**src/hw/cbi_pkg.sv**
```systemverilog
// Package of constants and types for the CAN bus-off and interrupt logic.
package cbi_pkg;
    localparam logic [7:0] CBI_CTRL_OFF = 8'h00;
    localparam logic [7:0] CBI_STAT_OFF = 8'h04;
    localparam logic [7:0] CBI_ERR_OFF = 8'h08;
    localparam logic [7:0] CBI_IRQ_OFF = 8'h0C;
    localparam logic [7:0] CBI_IEN_OFF = 8'h10;
    localparam logic [7:0] CBI_RXTO_OFF = 8'h14;
    localparam logic [7:0] CBI_TCFG_OFF = 8'h18;
    localparam logic [7:0] CBI_TRIG_OFF = 8'h40;
    localparam int CBI_CHANNELS = 4;
    localparam int CBI_TIMERS = 12;
    localparam int CBI_IDLE_BITS = 11;
    localparam int CBI_IDLE_NEEDED = 129;
    localparam logic [2:0] CBI_LEC_DOM = 3'h5;
    localparam logic [1:0] CBI_ACT_SYNC = 2'h0;
    localparam logic [1:0] CBI_ACT_IDLE = 2'h1;
    localparam logic [1:0] CBI_ACT_RX = 2'h2;
    localparam logic [1:0] CBI_ACT_TX = 2'h3;
    localparam int CBI_IRQ_PEA = 0;
    localparam int CBI_IRQ_BO = 1;
    localparam int CBI_IRQ_RXTO = 2;
    localparam int CBI_IRQ_TRIG = 3;
    localparam int CBI_IRQ_W = 4;
    localparam logic [7:0] CBI_BUSOFF_LIMIT = 8'hFF;
    localparam logic [31:0] CBI_CTRL_RESET = 32'h0000_0001;
    localparam int CBI_TRIG_RELOAD_W = 16;
    localparam int CBI_TRIG_TIMER_START_BIT_BIT = 31;
    localparam int CBI_PRESC_W = 8;

    typedef enum logic [1:0] {
        CBI_ST_RUN = 2'b00,
        CBI_ST_HOLD = 2'b01,
        CBI_ST_RECOV = 2'b11,
        CBI_ST_SETTLE = 2'b10
    } cbi_state_type;

    typedef struct packed {
        logic [7:0] addr;
        logic write;
        logic sel;
    } cbi_req_type;

    typedef struct packed {
        logic rx_dominant;
        logic bit_tick;
        logic tx_error;
        logic tx_success;
        logic rx_error;
    } cbi_line_type;
endpackage : cbi_pkg

```
**src/hw/cbi_core.sv**
```systemverilog
// Bus-off recovery, interrupt flags, receive timeout and trigger timers.
`timescale 1ns/1ps
`default_nettype none
module cbi_core
    import cbi_pkg::*;
(
    input wire logic hclk,
    input wire logic hresetn,
    input wire logic hsel,
    input wire logic [31:0] haddr,
    input wire logic [1:0] htrans,
    input wire logic hwrite,
    input wire logic [2:0] hsize,
    input wire logic [31:0] hwdata,
    input wire logic hready,
    output var logic [31:0] hrdata,
    output logic hreadyout,
    output logic hresp,
    input wire cbi_line_type line,
    input wire logic rx_frame_done,
    input wire logic tx_request,
    output logic tx_start,
    output logic rx_accept,
    output logic irq_request,
    output var logic [CBI_TIMERS-1:0] trig_tx_fire
);
    cbi_state_type state_q;
    cbi_req_type req_q;
    logic init_hold_bit_q;
    logic busoff_flag_q;
    logic [2:0] last_error_code_q;
    logic [1:0] activity_state_q;
    logic [7:0] rx_error_count_q;
    logic [8:0] tx_error_count_q;
    logic [3:0] recessive_run_q;
    logic idle_min_q;
    logic [CBI_IRQ_W-1:0] irq_flag_q;
    logic [CBI_IRQ_W-1:0] irq_flag_prev_q;
    logic [CBI_IRQ_W-1:0] irq_enable_q;
    logic [15:0] rx_timeout_reload_q;
    logic rx_timeout_irq_enable_q;
    logic [15:0] rx_timeout_count_q;
    logic [CBI_PRESC_W-1:0] presc_q [CBI_CHANNELS];
    logic [CBI_PRESC_W-1:0] presc_cnt_q [CBI_CHANNELS];
    logic [CBI_TRIG_RELOAD_W-1:0] reload_q [CBI_TIMERS];
    logic [CBI_TRIG_RELOAD_W-1:0] tcount [CBI_TIMERS];
    logic [CBI_TIMERS-1:0] trunning;
    logic [CBI_TIMERS-1:0] tload;
    logic [CBI_CHANNELS-1:0] chan_tick;
    logic wr_en;
    logic idle_seen;
    logic busoff_entry;
    logic rx_timeout_event;
    logic [CBI_IRQ_W-1:0] hw_set;
    logic [CBI_IRQ_W-1:0] sw_clr;
    logic [CBI_IRQ_W-1:0] irq_gate;

    function automatic logic hit(input logic [7:0] a, input logic [7:0] off);
        hit = (a == off);
    endfunction : hit

    assign hreadyout = 1'b1;
    assign hresp = 1'b0;
    assign wr_en = req_q.sel && req_q.write;

    // Address phase is captured; the data phase completes without waits.
    always_ff @(posedge hclk or negedge hresetn) begin
        if (!hresetn) begin
            req_q <= '0;
        end else if (hready) begin
            req_q.sel <= hsel && htrans[1];
            req_q.write <= hwrite;
            req_q.addr <= haddr[7:0];
        end
    end

    // An eleventh consecutive recessive bit marks one bus-idle occurrence.
    assign idle_seen = line.bit_tick && !line.rx_dominant &&
        (recessive_run_q == 4'(CBI_IDLE_BITS - 1));
    assign busoff_entry = (state_q == CBI_ST_RUN) &&
        (tx_error_count_q > {1'b0, CBI_BUSOFF_LIMIT});

    always_ff @(posedge hclk or negedge hresetn) begin
        if (!hresetn) begin
            recessive_run_q <= '0;
        end else if (state_q == CBI_ST_HOLD) begin
            // A stale run must not shorten the first idle of recovery.
            recessive_run_q <= '0;
        end else if (line.bit_tick) begin
            if (line.rx_dominant || idle_seen) begin
                recessive_run_q <= '0;
            end else begin
                recessive_run_q <= recessive_run_q + 4'h1;
            end
        end
    end

    // Recovery sequencer; the hold bit also reflects software writes.
    always_ff @(posedge hclk or negedge hresetn) begin
        if (!hresetn) begin
            state_q <= CBI_ST_RUN;
            init_hold_bit_q <= CBI_CTRL_RESET[0];
            busoff_flag_q <= 1'b0;
            activity_state_q <= CBI_ACT_SYNC;
            idle_min_q <= 1'b0;
        end else begin
            unique case (state_q)
                CBI_ST_RUN: begin
                    if (busoff_entry) begin
                        busoff_flag_q <= 1'b1;
                        init_hold_bit_q <= 1'b1;
                        activity_state_q <= CBI_ACT_SYNC;
                        state_q <= CBI_ST_HOLD;
                    end else if (wr_en && hit(req_q.addr, CBI_CTRL_OFF)) begin
                        init_hold_bit_q <= hwdata[0];
                    end else if (init_hold_bit_q) begin
                        activity_state_q <= CBI_ACT_SYNC;
                    end else if (line.bit_tick) begin
                        idle_min_q <= activity_state_q == CBI_ACT_IDLE;
                        if (activity_state_q == CBI_ACT_SYNC) begin
                            activity_state_q <= CBI_ACT_IDLE;
                            idle_min_q <= 1'b0;
                        end else if (activity_state_q == CBI_ACT_IDLE &&
                                     idle_min_q) begin
                            if (line.rx_dominant) begin
                                activity_state_q <= CBI_ACT_RX;
                            end else if (tx_request) begin
                                activity_state_q <= CBI_ACT_TX;
                            end
                        end else if (activity_state_q != CBI_ACT_IDLE &&
                                     (rx_frame_done || line.tx_success)) begin
                            activity_state_q <= CBI_ACT_IDLE;
                            idle_min_q <= 1'b0;
                        end
                    end
                end
                CBI_ST_HOLD: begin
                    if (wr_en && hit(req_q.addr, CBI_CTRL_OFF) && !hwdata[0]) begin
                        init_hold_bit_q <= 1'b0;
                        state_q <= CBI_ST_RECOV;
                    end
                end
                CBI_ST_RECOV: begin
                    // Sync activity and a set bus-off flag hold here.
                    activity_state_q <= CBI_ACT_SYNC;
                    if (idle_seen &&
                        rx_error_count_q == 8'(CBI_IDLE_NEEDED - 1)) begin
                        busoff_flag_q <= 1'b0;
                        state_q <= CBI_ST_SETTLE;
                    end
                end
                CBI_ST_SETTLE: begin
                    if (line.bit_tick) begin
                        activity_state_q <= CBI_ACT_IDLE;
                        idle_min_q <= 1'b0;
                        state_q <= CBI_ST_RUN;
                    end
                end
            endcase
        end
    end

    // The receive error counter doubles as the idle-occurrence counter in recovery.
    always_ff @(posedge hclk or negedge hresetn) begin
        if (!hresetn) begin
            rx_error_count_q <= '0;
            tx_error_count_q <= '0;
            last_error_code_q <= '0;
        end else if (state_q == CBI_ST_RECOV) begin
            if (idle_seen) begin
                rx_error_count_q <= rx_error_count_q + 8'h01;
                last_error_code_q <= CBI_LEC_DOM;
                if (rx_error_count_q == 8'(CBI_IDLE_NEEDED - 1)) begin
                    rx_error_count_q <= '0;
                    tx_error_count_q <= '0;
                end
            end
        end else if (state_q == CBI_ST_RUN && !init_hold_bit_q) begin
            if (line.tx_error) begin
                tx_error_count_q <= tx_error_count_q + 9'h008;
            end else if (line.tx_success && tx_error_count_q != '0) begin
                tx_error_count_q <= tx_error_count_q - 9'h001;
            end
            if (line.rx_error && rx_error_count_q != 8'hFF) begin
                rx_error_count_q <= rx_error_count_q + 8'h01;
            end
        end
    end

    assign rx_accept = rx_frame_done && state_q == CBI_ST_RUN &&
        !init_hold_bit_q;
    assign tx_start = tx_request && state_q == CBI_ST_RUN &&
        activity_state_q == CBI_ACT_IDLE && idle_min_q &&
        line.bit_tick && !line.rx_dominant;

    // Receive timeout counts bit times since the last accepted frame.
    assign rx_timeout_event = rx_timeout_reload_q != '0 && line.bit_tick &&
        rx_timeout_count_q == 16'h0001;
    always_ff @(posedge hclk or negedge hresetn) begin
        if (!hresetn) begin
            rx_timeout_count_q <= '0;
        end else if (rx_timeout_reload_q == '0 || rx_accept) begin
            rx_timeout_count_q <= rx_timeout_reload_q;
        end else if (line.bit_tick && rx_timeout_count_q != '0) begin
            rx_timeout_count_q <= rx_timeout_count_q - 16'h0001;
        end
    end

    assign hw_set[CBI_IRQ_PEA] = state_q == CBI_ST_RECOV && idle_seen;
    assign hw_set[CBI_IRQ_BO] = busoff_entry;
    assign hw_set[CBI_IRQ_RXTO] = rx_timeout_event;
    assign hw_set[CBI_IRQ_TRIG] = |trig_tx_fire;
    assign sw_clr = (wr_en && hit(req_q.addr, CBI_IRQ_OFF)) ?
        hwdata[CBI_IRQ_W-1:0] : '0;

    // The timeout flag lets the clear win; every other flag favours the set.
    always_ff @(posedge hclk or negedge hresetn) begin
        if (!hresetn) begin
            irq_flag_q <= '0;
            irq_flag_prev_q <= '0;
        end else begin
            irq_flag_prev_q <= irq_flag_q;
            for (int i = 0; i < CBI_IRQ_W; i++) begin
                if (i == CBI_IRQ_RXTO) begin
                    irq_flag_q[i] <= !sw_clr[i] &&
                        (irq_flag_q[i] || hw_set[i]);
                end else begin
                    irq_flag_q[i] <= hw_set[i] ||
                        (irq_flag_q[i] && !sw_clr[i]);
                end
            end
        end
    end

    // The timeout flag needs its own enable as well before it may ask.
    always_comb begin
        irq_gate = '1;
        irq_gate[CBI_IRQ_RXTO] = rx_timeout_irq_enable_q;
    end

    // Only a rising flag asks for service, so a stuck flag stays quiet.
    always_ff @(posedge hclk or negedge hresetn) begin
        if (!hresetn) begin
            irq_request <= 1'b0;
        end else begin
            irq_request <= |(irq_flag_q & ~irq_flag_prev_q & irq_enable_q &
                irq_gate);
        end
    end

    // Configuration registers.
    always_ff @(posedge hclk or negedge hresetn) begin
        if (!hresetn) begin
            irq_enable_q <= '0;
            rx_timeout_reload_q <= '0;
            rx_timeout_irq_enable_q <= 1'b0;
        end else if (wr_en) begin
            if (hit(req_q.addr, CBI_IEN_OFF)) begin
                irq_enable_q <= hwdata[CBI_IRQ_W-1:0];
            end
            if (hit(req_q.addr, CBI_RXTO_OFF)) begin
                rx_timeout_reload_q <= hwdata[15:0];
                rx_timeout_irq_enable_q <= hwdata[31];
            end
        end
    end

    // Per-channel prescalers, each shared by that channel's three timers.
    genvar c, t;
    generate
        for (c = 0; c < CBI_CHANNELS; c++) begin : g_chan
            always_ff @(posedge hclk or negedge hresetn) begin
                if (!hresetn) begin
                    presc_q[c] <= '0;
                    presc_cnt_q[c] <= '0;
                end else begin
                    if (wr_en && hit(req_q.addr,
                        CBI_TCFG_OFF + 8'(c * 4))) begin
                        presc_q[c] <= hwdata[CBI_PRESC_W-1:0];
                    end
                    presc_cnt_q[c] <= chan_tick[c] ? '0 :
                        presc_cnt_q[c] + 1'b1;
                end
            end
            assign chan_tick[c] = presc_cnt_q[c] >= presc_q[c];
        end
        for (t = 0; t < CBI_TIMERS; t++) begin : g_timer
            assign tload[t] = wr_en &&
                hit(req_q.addr, CBI_TRIG_OFF + 8'(t * 4));
            always_ff @(posedge hclk or negedge hresetn) begin
                if (!hresetn) begin
                    reload_q[t] <= '0;
                end else if (tload[t]) begin
                    reload_q[t] <= hwdata[CBI_TRIG_RELOAD_W-1:0];
                end
            end
            cbi_trig_timer u_timer (
                .hclk(hclk),
                .hresetn(hresetn),
                .load(tload[t]),
                .reload(reload_q[t]),
                .start(hwdata[CBI_TRIG_TIMER_START_BIT_BIT]),
                .tick(chan_tick[t / 3]),
                .count_q(tcount[t]),
                .running_q(trunning[t]),
                .fire_q(trig_tx_fire[t])
            );
        end
    endgenerate

    // Read data is combinational from state; unmapped words read zero.
    always_comb begin
        hrdata = 32'h0000_0000;
        if (req_q.sel && !req_q.write) begin
            if (hit(req_q.addr, CBI_CTRL_OFF)) begin
                hrdata = {31'h0, init_hold_bit_q};
            end else if (hit(req_q.addr, CBI_STAT_OFF)) begin
                hrdata = {26'h0, busoff_flag_q, activity_state_q,
                    last_error_code_q};
            end else if (hit(req_q.addr, CBI_ERR_OFF)) begin
                hrdata = {15'h0, tx_error_count_q, rx_error_count_q};
            end else if (hit(req_q.addr, CBI_IRQ_OFF)) begin
                hrdata = {28'h0, irq_flag_q};
            end else if (hit(req_q.addr, CBI_IEN_OFF)) begin
                hrdata = {28'h0, irq_enable_q};
            end else if (hit(req_q.addr, CBI_RXTO_OFF)) begin
                hrdata = {rx_timeout_irq_enable_q, 15'h0,
                    rx_timeout_reload_q};
            end else begin
                for (int i = 0; i < CBI_TIMERS; i++) begin
                    if (hit(req_q.addr, CBI_TRIG_OFF + 8'(i * 4))) begin
                        hrdata = {trunning[i], 15'h0, tcount[i]};
                    end
                end
            end
        end
    end
endmodule : cbi_core
`default_nettype wire

```
**src/hw/cbi_trig_timer.sv**
```systemverilog
// One transmit-trigger timer with reload, start bit and prescaled tick.
`timescale 1ns/1ps
`default_nettype none
module cbi_trig_timer
    import cbi_pkg::*;
(
    input wire logic hclk,
    input wire logic hresetn,
    input wire logic load,
    input wire logic [CBI_TRIG_RELOAD_W-1:0] reload,
    input wire logic start,
    input wire logic tick,
    output var logic [CBI_TRIG_RELOAD_W-1:0] count_q,
    output var logic running_q,
    output var logic fire_q
);
    // The count runs from zero to reload inclusive and fires on the next tick, holding at reload.
    always_ff @(posedge hclk or negedge hresetn) begin
        if (!hresetn) begin
            count_q <= '0;
            running_q <= 1'b0;
            fire_q <= 1'b0;
        end else begin
            fire_q <= 1'b0;
            if (load) begin
                count_q <= '0;
                running_q <= start;
            end else if (running_q && tick) begin
                if (count_q == reload) begin
                    fire_q <= 1'b1;
                    running_q <= 1'b0;
                end else begin
                    count_q <= count_q + 1'b1;
                end
            end
        end
    end
endmodule : cbi_trig_timer
`default_nettype wire

```
**config.mk**
```make
export PLATFORM = sky130hd
export DESIGN_NAME = cbi_core
export DESIGN_NICKNAME = d
export VERILOG_FILES = /design/src/hw/cbi_pkg.sv /design/src/hw/cbi_core.sv /design/src/hw/cbi_trig_timer.sv
export SDC_FILE = /design/constraint.sdc
export NUM_CORES = 1
export LEC_CHECK = 0
export BUFFER_PORTS_ARGS = -buffer_cell sky130_fd_sc_hd__buf_4
export CAP_MARGIN = 25
export CORE_MARGIN = 2
export CORE_UTILIZATION = 65
export CTS_CLUSTER_DIAMETER = 120
export DETAILED_ROUTE_END_ITERATION = 8
export PLACE_DENSITY = 0.8
export SYNTH_ARGS = -nofsm -noshare
export SYNTH_HDL_FRONTEND = slang
export SYNTH_SLANG_ARGS = --single-unit
```
**constraint.sdc**
```tcl
create_clock -name hclk -period 7 [get_ports hclk]
set_input_delay 1.4 -clock hclk [delete_from_list [all_inputs] [get_ports hclk]]
set_output_delay 1.4 -clock hclk [all_outputs]
set_load 0.02 [all_outputs]
```
* Word level (Yosys, flattened, before mapping) *
Index checks and enable logic that the tools add are counted.

operators by class
  add/sub/neg operators = 21
  $mul = 0
  div/mod/pow operators = 0
  $lt $le $gt $ge = 5
  equal/unequal tests = 69
  shift-type cells = 0
  muxes and demuxes = 180
  bitwise logic cells = 4
  reduce and logical (&&, ||, !) cells = 149

operators with widths
  kind                                                count
  2-to-1 mux 16 bit                                   38
  2-to-1 mux 32 bit                                   19
  adder 16 x 1 -> 16 bit, second input constant       12
  == test 16 bit                                      12
  == test 8 x 7 -> 1 bit, second input constant       12
  2-to-1 mux 1 bit                                    85
  2-to-1 mux 8 bit                                    9
  nonzero test 2 bit                                  31
  logical AND 1 bit                                   58
  2-to-1 mux 9 bit                                    6
  AND reduction 2 bit                                 27
  adder 8 x 1 -> 8 bit, second input constant         5
  == test 8 x 5 -> 1 bit, second input constant       4
  >= comparator 8 bit                                 4
  nonzero test 16 bit                                 2
  2-to-1 mux 2 bit                                    14
  != test 2 x 1 -> 1 bit, second input constant       14
  != test 2 bit, second input constant                9
  == test 16 x 1 -> 1 bit, second input constant      1
  == test 8 x 4 -> 1 bit, second input constant       2
  == test 8 x 6 -> 1 bit, second input constant       2
  logical NOT 16 bit                                  1
  2-to-1 mux 4 bit                                    4
  subtractor 16 x 1 -> 16 bit, second input constant  1
  30 further kinds                                    56

storage, ports and cells
  register bits after elaboration = 557
  latch bits = 0
  RAM bits = 0
  memory bits (read-only) = 0
  output and inout port bits = 49
  logic and storage cells = 503
  memories kept = 0

* Longest topological paths before layout *
  word-level depth = 20
  gate-level depth with buffers = 11
  gate-level depth less buffers = 9

* Hierarchy *
Synthesis repeated with hierarchy kept, for this count alone.

second synthesis, totals
  cell total of the unflattened synthesis = 3224
  area, all modules = 31771.7 um^2

by module, submodules not included
  module                                    instances  cells each  area each (um^2)  seq. area each (um^2)
  cbi_core                                  1          1729        17865.9           8534.4
  cbi_trig_timer at g_timer[0].u_timer ...  10         125         1161.1            450.4
  cbi_trig_timer at g_timer[9].u_timer      1          122         1177.4            450.4
  cbi_trig_timer at g_timer[8].u_timer      1          123         1117.3            450.4

* Worst setup path after synthesis *
Ideal clock, no wire load.

  path kind = input to output
  from = input port line[3] (netlist bit)
  to = output port tx_start
  arrival time = 2414 ps
  slack = 3186 ps
  cell stages on the path = 4
  buffers on the path = 1
  path through = buf_2 -> nor2b_1 -> nand2_1 -> nor4_1

between the ends
  cells in the longest elaborated chain, start to end = 2

ends and longest elaborated chain
  item                line             RTL
  start: declaration  cbi_core.sv:19   input wire cbi_line_type line,
  logical AND 1 bit   cbi_core.sv:193  activity_state_q == CBI_ACT_IDLE && idle_min_q &&
  logical AND 1 bit   cbi_core.sv:194  line.bit_tick && !line.rx_dominant;
  end: declaration    cbi_core.sv:22   output logic tx_start,

No other way between the ends.

* Worst setup path in the final report *
  from = register req_q[7] (netlist bit)
  to = output port hrdata[1]

between the ends
  cells in the longest elaborated chain, start to end = 20
  elaborated cells between the ends (all ways) = 37
  classes of those cells = 17 x eq/ne; 19 x mux; 1 x reduce/logical

ends and longest elaborated chain
  item                              line             RTL
  start: declaration                cbi_core.sv:28   cbi_req_type req_q;
  == test 8 x 7 -> 1 bit            cbi_core.sv:59   hit = (a == off);
  2-to-1 mux 32 bit (12 in series)  cbi_core.sv:331  if (hit(req_q.addr, CBI_TRIG_OFF + 8'(i * 4))) begin
  2-to-1 mux 32 bit                 cbi_core.sv:326  end else if (hit(req_q.addr, CBI_RXTO_OFF)) begin
  2-to-1 mux 32 bit                 cbi_core.sv:324  end else if (hit(req_q.addr, CBI_IEN_OFF)) begin
  2-to-1 mux 32 bit                 cbi_core.sv:322  end else if (hit(req_q.addr, CBI_IRQ_OFF)) begin
  2-to-1 mux 32 bit                 cbi_core.sv:320  end else if (hit(req_q.addr, CBI_ERR_OFF)) begin
  2-to-1 mux 32 bit                 cbi_core.sv:317  end else if (hit(req_q.addr, CBI_STAT_OFF)) begin
  2-to-1 mux 32 bit *               cbi_core.sv:315  if (hit(req_q.addr, CBI_CTRL_OFF)) begin
  2-to-1 mux 32 bit *               cbi_core.sv:314  if (req_q.sel && !req_q.write) begin
  end: declaration                  cbi_core.sv:16   output var logic [31:0] hrdata,

Mark *: on every way between the ends. The rest lies on a longest branch, timed or not.

==> out/summary.txt <==
==================================================================================================
Outcome                                                                               finished, final reports clean
1st-pass router iterations                                                                       7
Number of enable flip-flop cells after synthesis                                                 0
Number of instances in the synthesized netlist                                               3,030
Worst stage delay on the critical path                                                      760 ps
I/O pin count                                                                                  130
Data arrival time of the critical path                                                     4150 ps
Max rail drop VDD                                                                         0.343 mV
Share of flip-flops with an asynchronous set or reset                                         100%
DRT antenna net count                                                                            0
Gate power share                                                                             16.5%
Yosys top cell area share                                                                    46.0%
Sequential-to-total area share from yosys stat                                               46.1%
Largest cells by area after synthesis                                                 sky130_fd_sc_hd__dfrtp_1 (46%), sky130_fd_sc_hd__mux2_2 (8.0%), sky130_fd_sc_hd__xor2_1 (6.7%), sky130_fd_sc_hd__xnor2_1 (4.7%), sky130_fd_sc_hd__nand2_1 (3.8%)
Fraction of final layout cells with drive strength greater than 1                            15.4%
Initial standard-cell utilization of the core                                                65.3%
Max Clock Skew                                                                             31.1 ps
Share of power burned in registers                                                           44.0%
RD Place Congestion                                                                          0.981
Delay-heaviest family, CP                                                             simple AND/OR/NAND/NOR gates
Cell Int Power                                                                             5.95 mW
Wire length of the first global-routing pass                                            139,000 um
Switching power                                                                            2.44 mW
Root buffer selected by CTS                                                           sky130_fd_sc_hd__clkbuf_16
Dominant cell type by area after synthesis                                            sky130_fd_sc_hd__dfrtp_1
Required @ worst endpoint                                                                  5600 ps
Clk network pwr share                                                                        39.5%
Number of H-tree levels                                                                          2
Power per Cell Area                                                                    255 nW/um^2
Switching Share                                                                              29.1%
Vias/cell                                                                                     6.51
Leading cell type by number of instances after synthesis                              sky130_fd_sc_hd__dfrtp_1
Number of buffers created by CTS                                                                57
Quantity of gates resized following cts                                                          0
Area enclosed by the die boundary                                                      48,200 um^2
Critical path fanouts, max                                                                      13
Count of hold buffers inserted by post-cts repair                                                0
Post-route total power                                                                     8.40 mW
Maximum clock path buffer count                                                                  3
Setup repair after global routing missed its margin                                          false
Clock transition time at the flip-flop clock pins of the worst setup and hold paths          70 ps
Port buffer count                                                                               70
Drt initial violations                                                                       2,671
Transition at the pin with the smallest max-transition slack                               1050 ps
Setup violation total in the final timing report                                                 0
CP bufs+invs                                                                                     1
Post-detailed-route DRC marker count                                                             0
Half-perimeter wire length after placement                                               62,900 um
Static leakage                                                                             15.6 nW
Headroom to the max-slew limit                                                               30.3%
Clock sinks                                                                                    557
Total grt overflow                                                                               0
Clock period minus final worst setup slack                                                 5550 ps
Top FF cell, synth                                                                    sky130_fd_sc_hd__dfrtp_1
Number of antenna violations at the first check in global routing                                3
Overall die height                                                                          220 um
Crit path max-delay cell type                                                         sky130_fd_sc_hd__or4b_1
TritonCTS clock tree                                                                          done
Most frequent cells after synthesis                                                   sky130_fd_sc_hd__dfrtp_1 (556), sky130_fd_sc_hd__nand2_1 (309), sky130_fd_sc_hd__nor2_1 (300)
Standard cell core area                                                                46,300 um^2
Clock latency reported for the late side of the worst-skew pair                             640 ps
Avg Inst Size Synth                                                                      9.97 um^2
Kind of start point of the critical path                                                      flop
Number of buffers inserted by post-CTS setup repair                                              0
Count of final hold-check violations                                                             0
Max-cap violation count                                                                          0
Filler Cells Inserted                                                                        3,322
Average wire length per cell after detail routing                                          24.7 um
X dimension of the die                                                                      220 um
GRT Total Usage                                                                              38.2%
Number of synthesized register bits                                                            557
Critical path start-end classification                                                  reg -> out
Vias                                                                                         23.9k
Pin count of the biggest net entering global routing                                           185
Classification of the worst-slack hold path                                             reg -> reg
Cell chain of the critical path                                                       or4b_1 -> nor2_1 -> a21oi_1 -> a32oi_1 -> o221ai_1 -> a211oi_1 -> buf_4
Netlist area before placement                                                          30,200 um^2
Number of warnings reported in the yosys synthesis log                                           0
Site row count                                                                                  79
Number of nets in the finished design                                                        3,154
Final critical-path share of the clock period                                                79.2%
Vias in the first global route                                                               23.4k
Number of max-slew violations in the final report                                                0
CP endpoint kind                                                                        output pin
Layout Area Growth over Synthesis                                                            9.11%
Count of different cell masters after synthesis                                                 84
Setup_tns                                                                                     0 ps
Max Fclk                                                                                   180 MHz
Routed WL                                                                                90,700 um
==================================================================================================
[cell type report]
class,instances,area (um^2),share of cell area (%)
diodes,2,5.00,0.0152
clock buffers,82,1720,5.22
clock inverters,25,343,1.04
inverters,64,240,0.728
multi-input cells,2233,15200,46.0
flip-flops and latches,557,13900,42.3
well taps,607,759,2.30
repair buffers,101,783,2.38
[placed cells by master, fill, tap and decap left out, drive strengths merged, types with 15 or more instances in the layout]
cell type,instances
clkbuf,82
and4,21
and2,20
o22ai,21
nand2,310
nand2b,17
a21o,15
nor3,54
conb,16
xnor2,162
buf,101
nor4,60
nor2,310
inv,66
nand4,80
mux2i,37
dfrtp,556
ha,59
a21oi,91
mux2,216
nor2b,16
and3,55
nand3,120
xor2,230
o21ai,139
or3,17
[registers in the layout (all words and copies together) (netlist names), 8 cells and up]
signal / count
g_timer.u_timer.running_q: 12
rx_timeout_reload_q: 16
req_q: 10
g_timer.u_timer.count_q: 192
rx_error_count_q: 8
tx_error_count_q: 9
presc_cnt_q: 32
presc_q: 32
g_timer.u_timer.fire_q: 12
reload_q: 192
rx_timeout_count_q: 16
[power by group through the flow]
stage	registers [mW]	logic, mW	clock network [mW]
finish	3.69	1.39	3.32
global route	3.71	1.53	3.47
CTS	3.68	1.38	3.34
detailed placement	3.74	1.37	0
global placement	3.72	1.29	0
floorplan	3.63	0.985	0
[cell families (layout without fill, tap and decap cells)]
kind of cell	after synthesis	in the layout	synth area share, %
flops	557	557	46.1
simple gates	1130	1130	18.5
mux	263	263	10.0
xor+xnor	392	392	11.4
buf+inv	254	272	3.95
compound gates	373	373	7.54
other cells	2	18	0.0248
fa+ha+maj	59	59	2.44
[path summary, 6_finish.rpt]
path	start	to	slack (ps)	cells after the start
min in group asynchronous	hresetn	presc_cnt_q[2]	820	1
setup reg to reg	req_q[4]	reload_q[177]	3500	7
max in group asynchronous	hresetn	reload_q[117]	4590	2
setup / recovery	req_q[7]	hrdata[1]	1450	7
hold reg to reg	irq_flag_q[3]	irq_flag_prev_q[3]	430	0
hold / removal	irq_flag_q[3]	irq_flag_prev_q[3]	430	0
[metrics by stage]
stage               hold WS (ps)  area [um^2]  worst slack [ps]  std cells  util, %
floorplan                    390        30300              3190       3044        -
global placement             421        30900              2330       3557     66.7
detailed placement           421        30900              2300       3560     66.8
CTS                          434        33000              1640       3667     71.3
global route                 455        33000              1310       3669     71.3
finish                       434        33000              1450       3671     71.3
[layer usage]
layer  GRT usage, %  part of all wire (%)  wire (um)
met1           50.0                    39      35400
met2           60.1                    46      41800
met3           6.13                   8.2       7430
met4           23.7                   6.7       6070
met5              0                 0.013         12
Note: power is estimated with default switching activity, not from simulation.
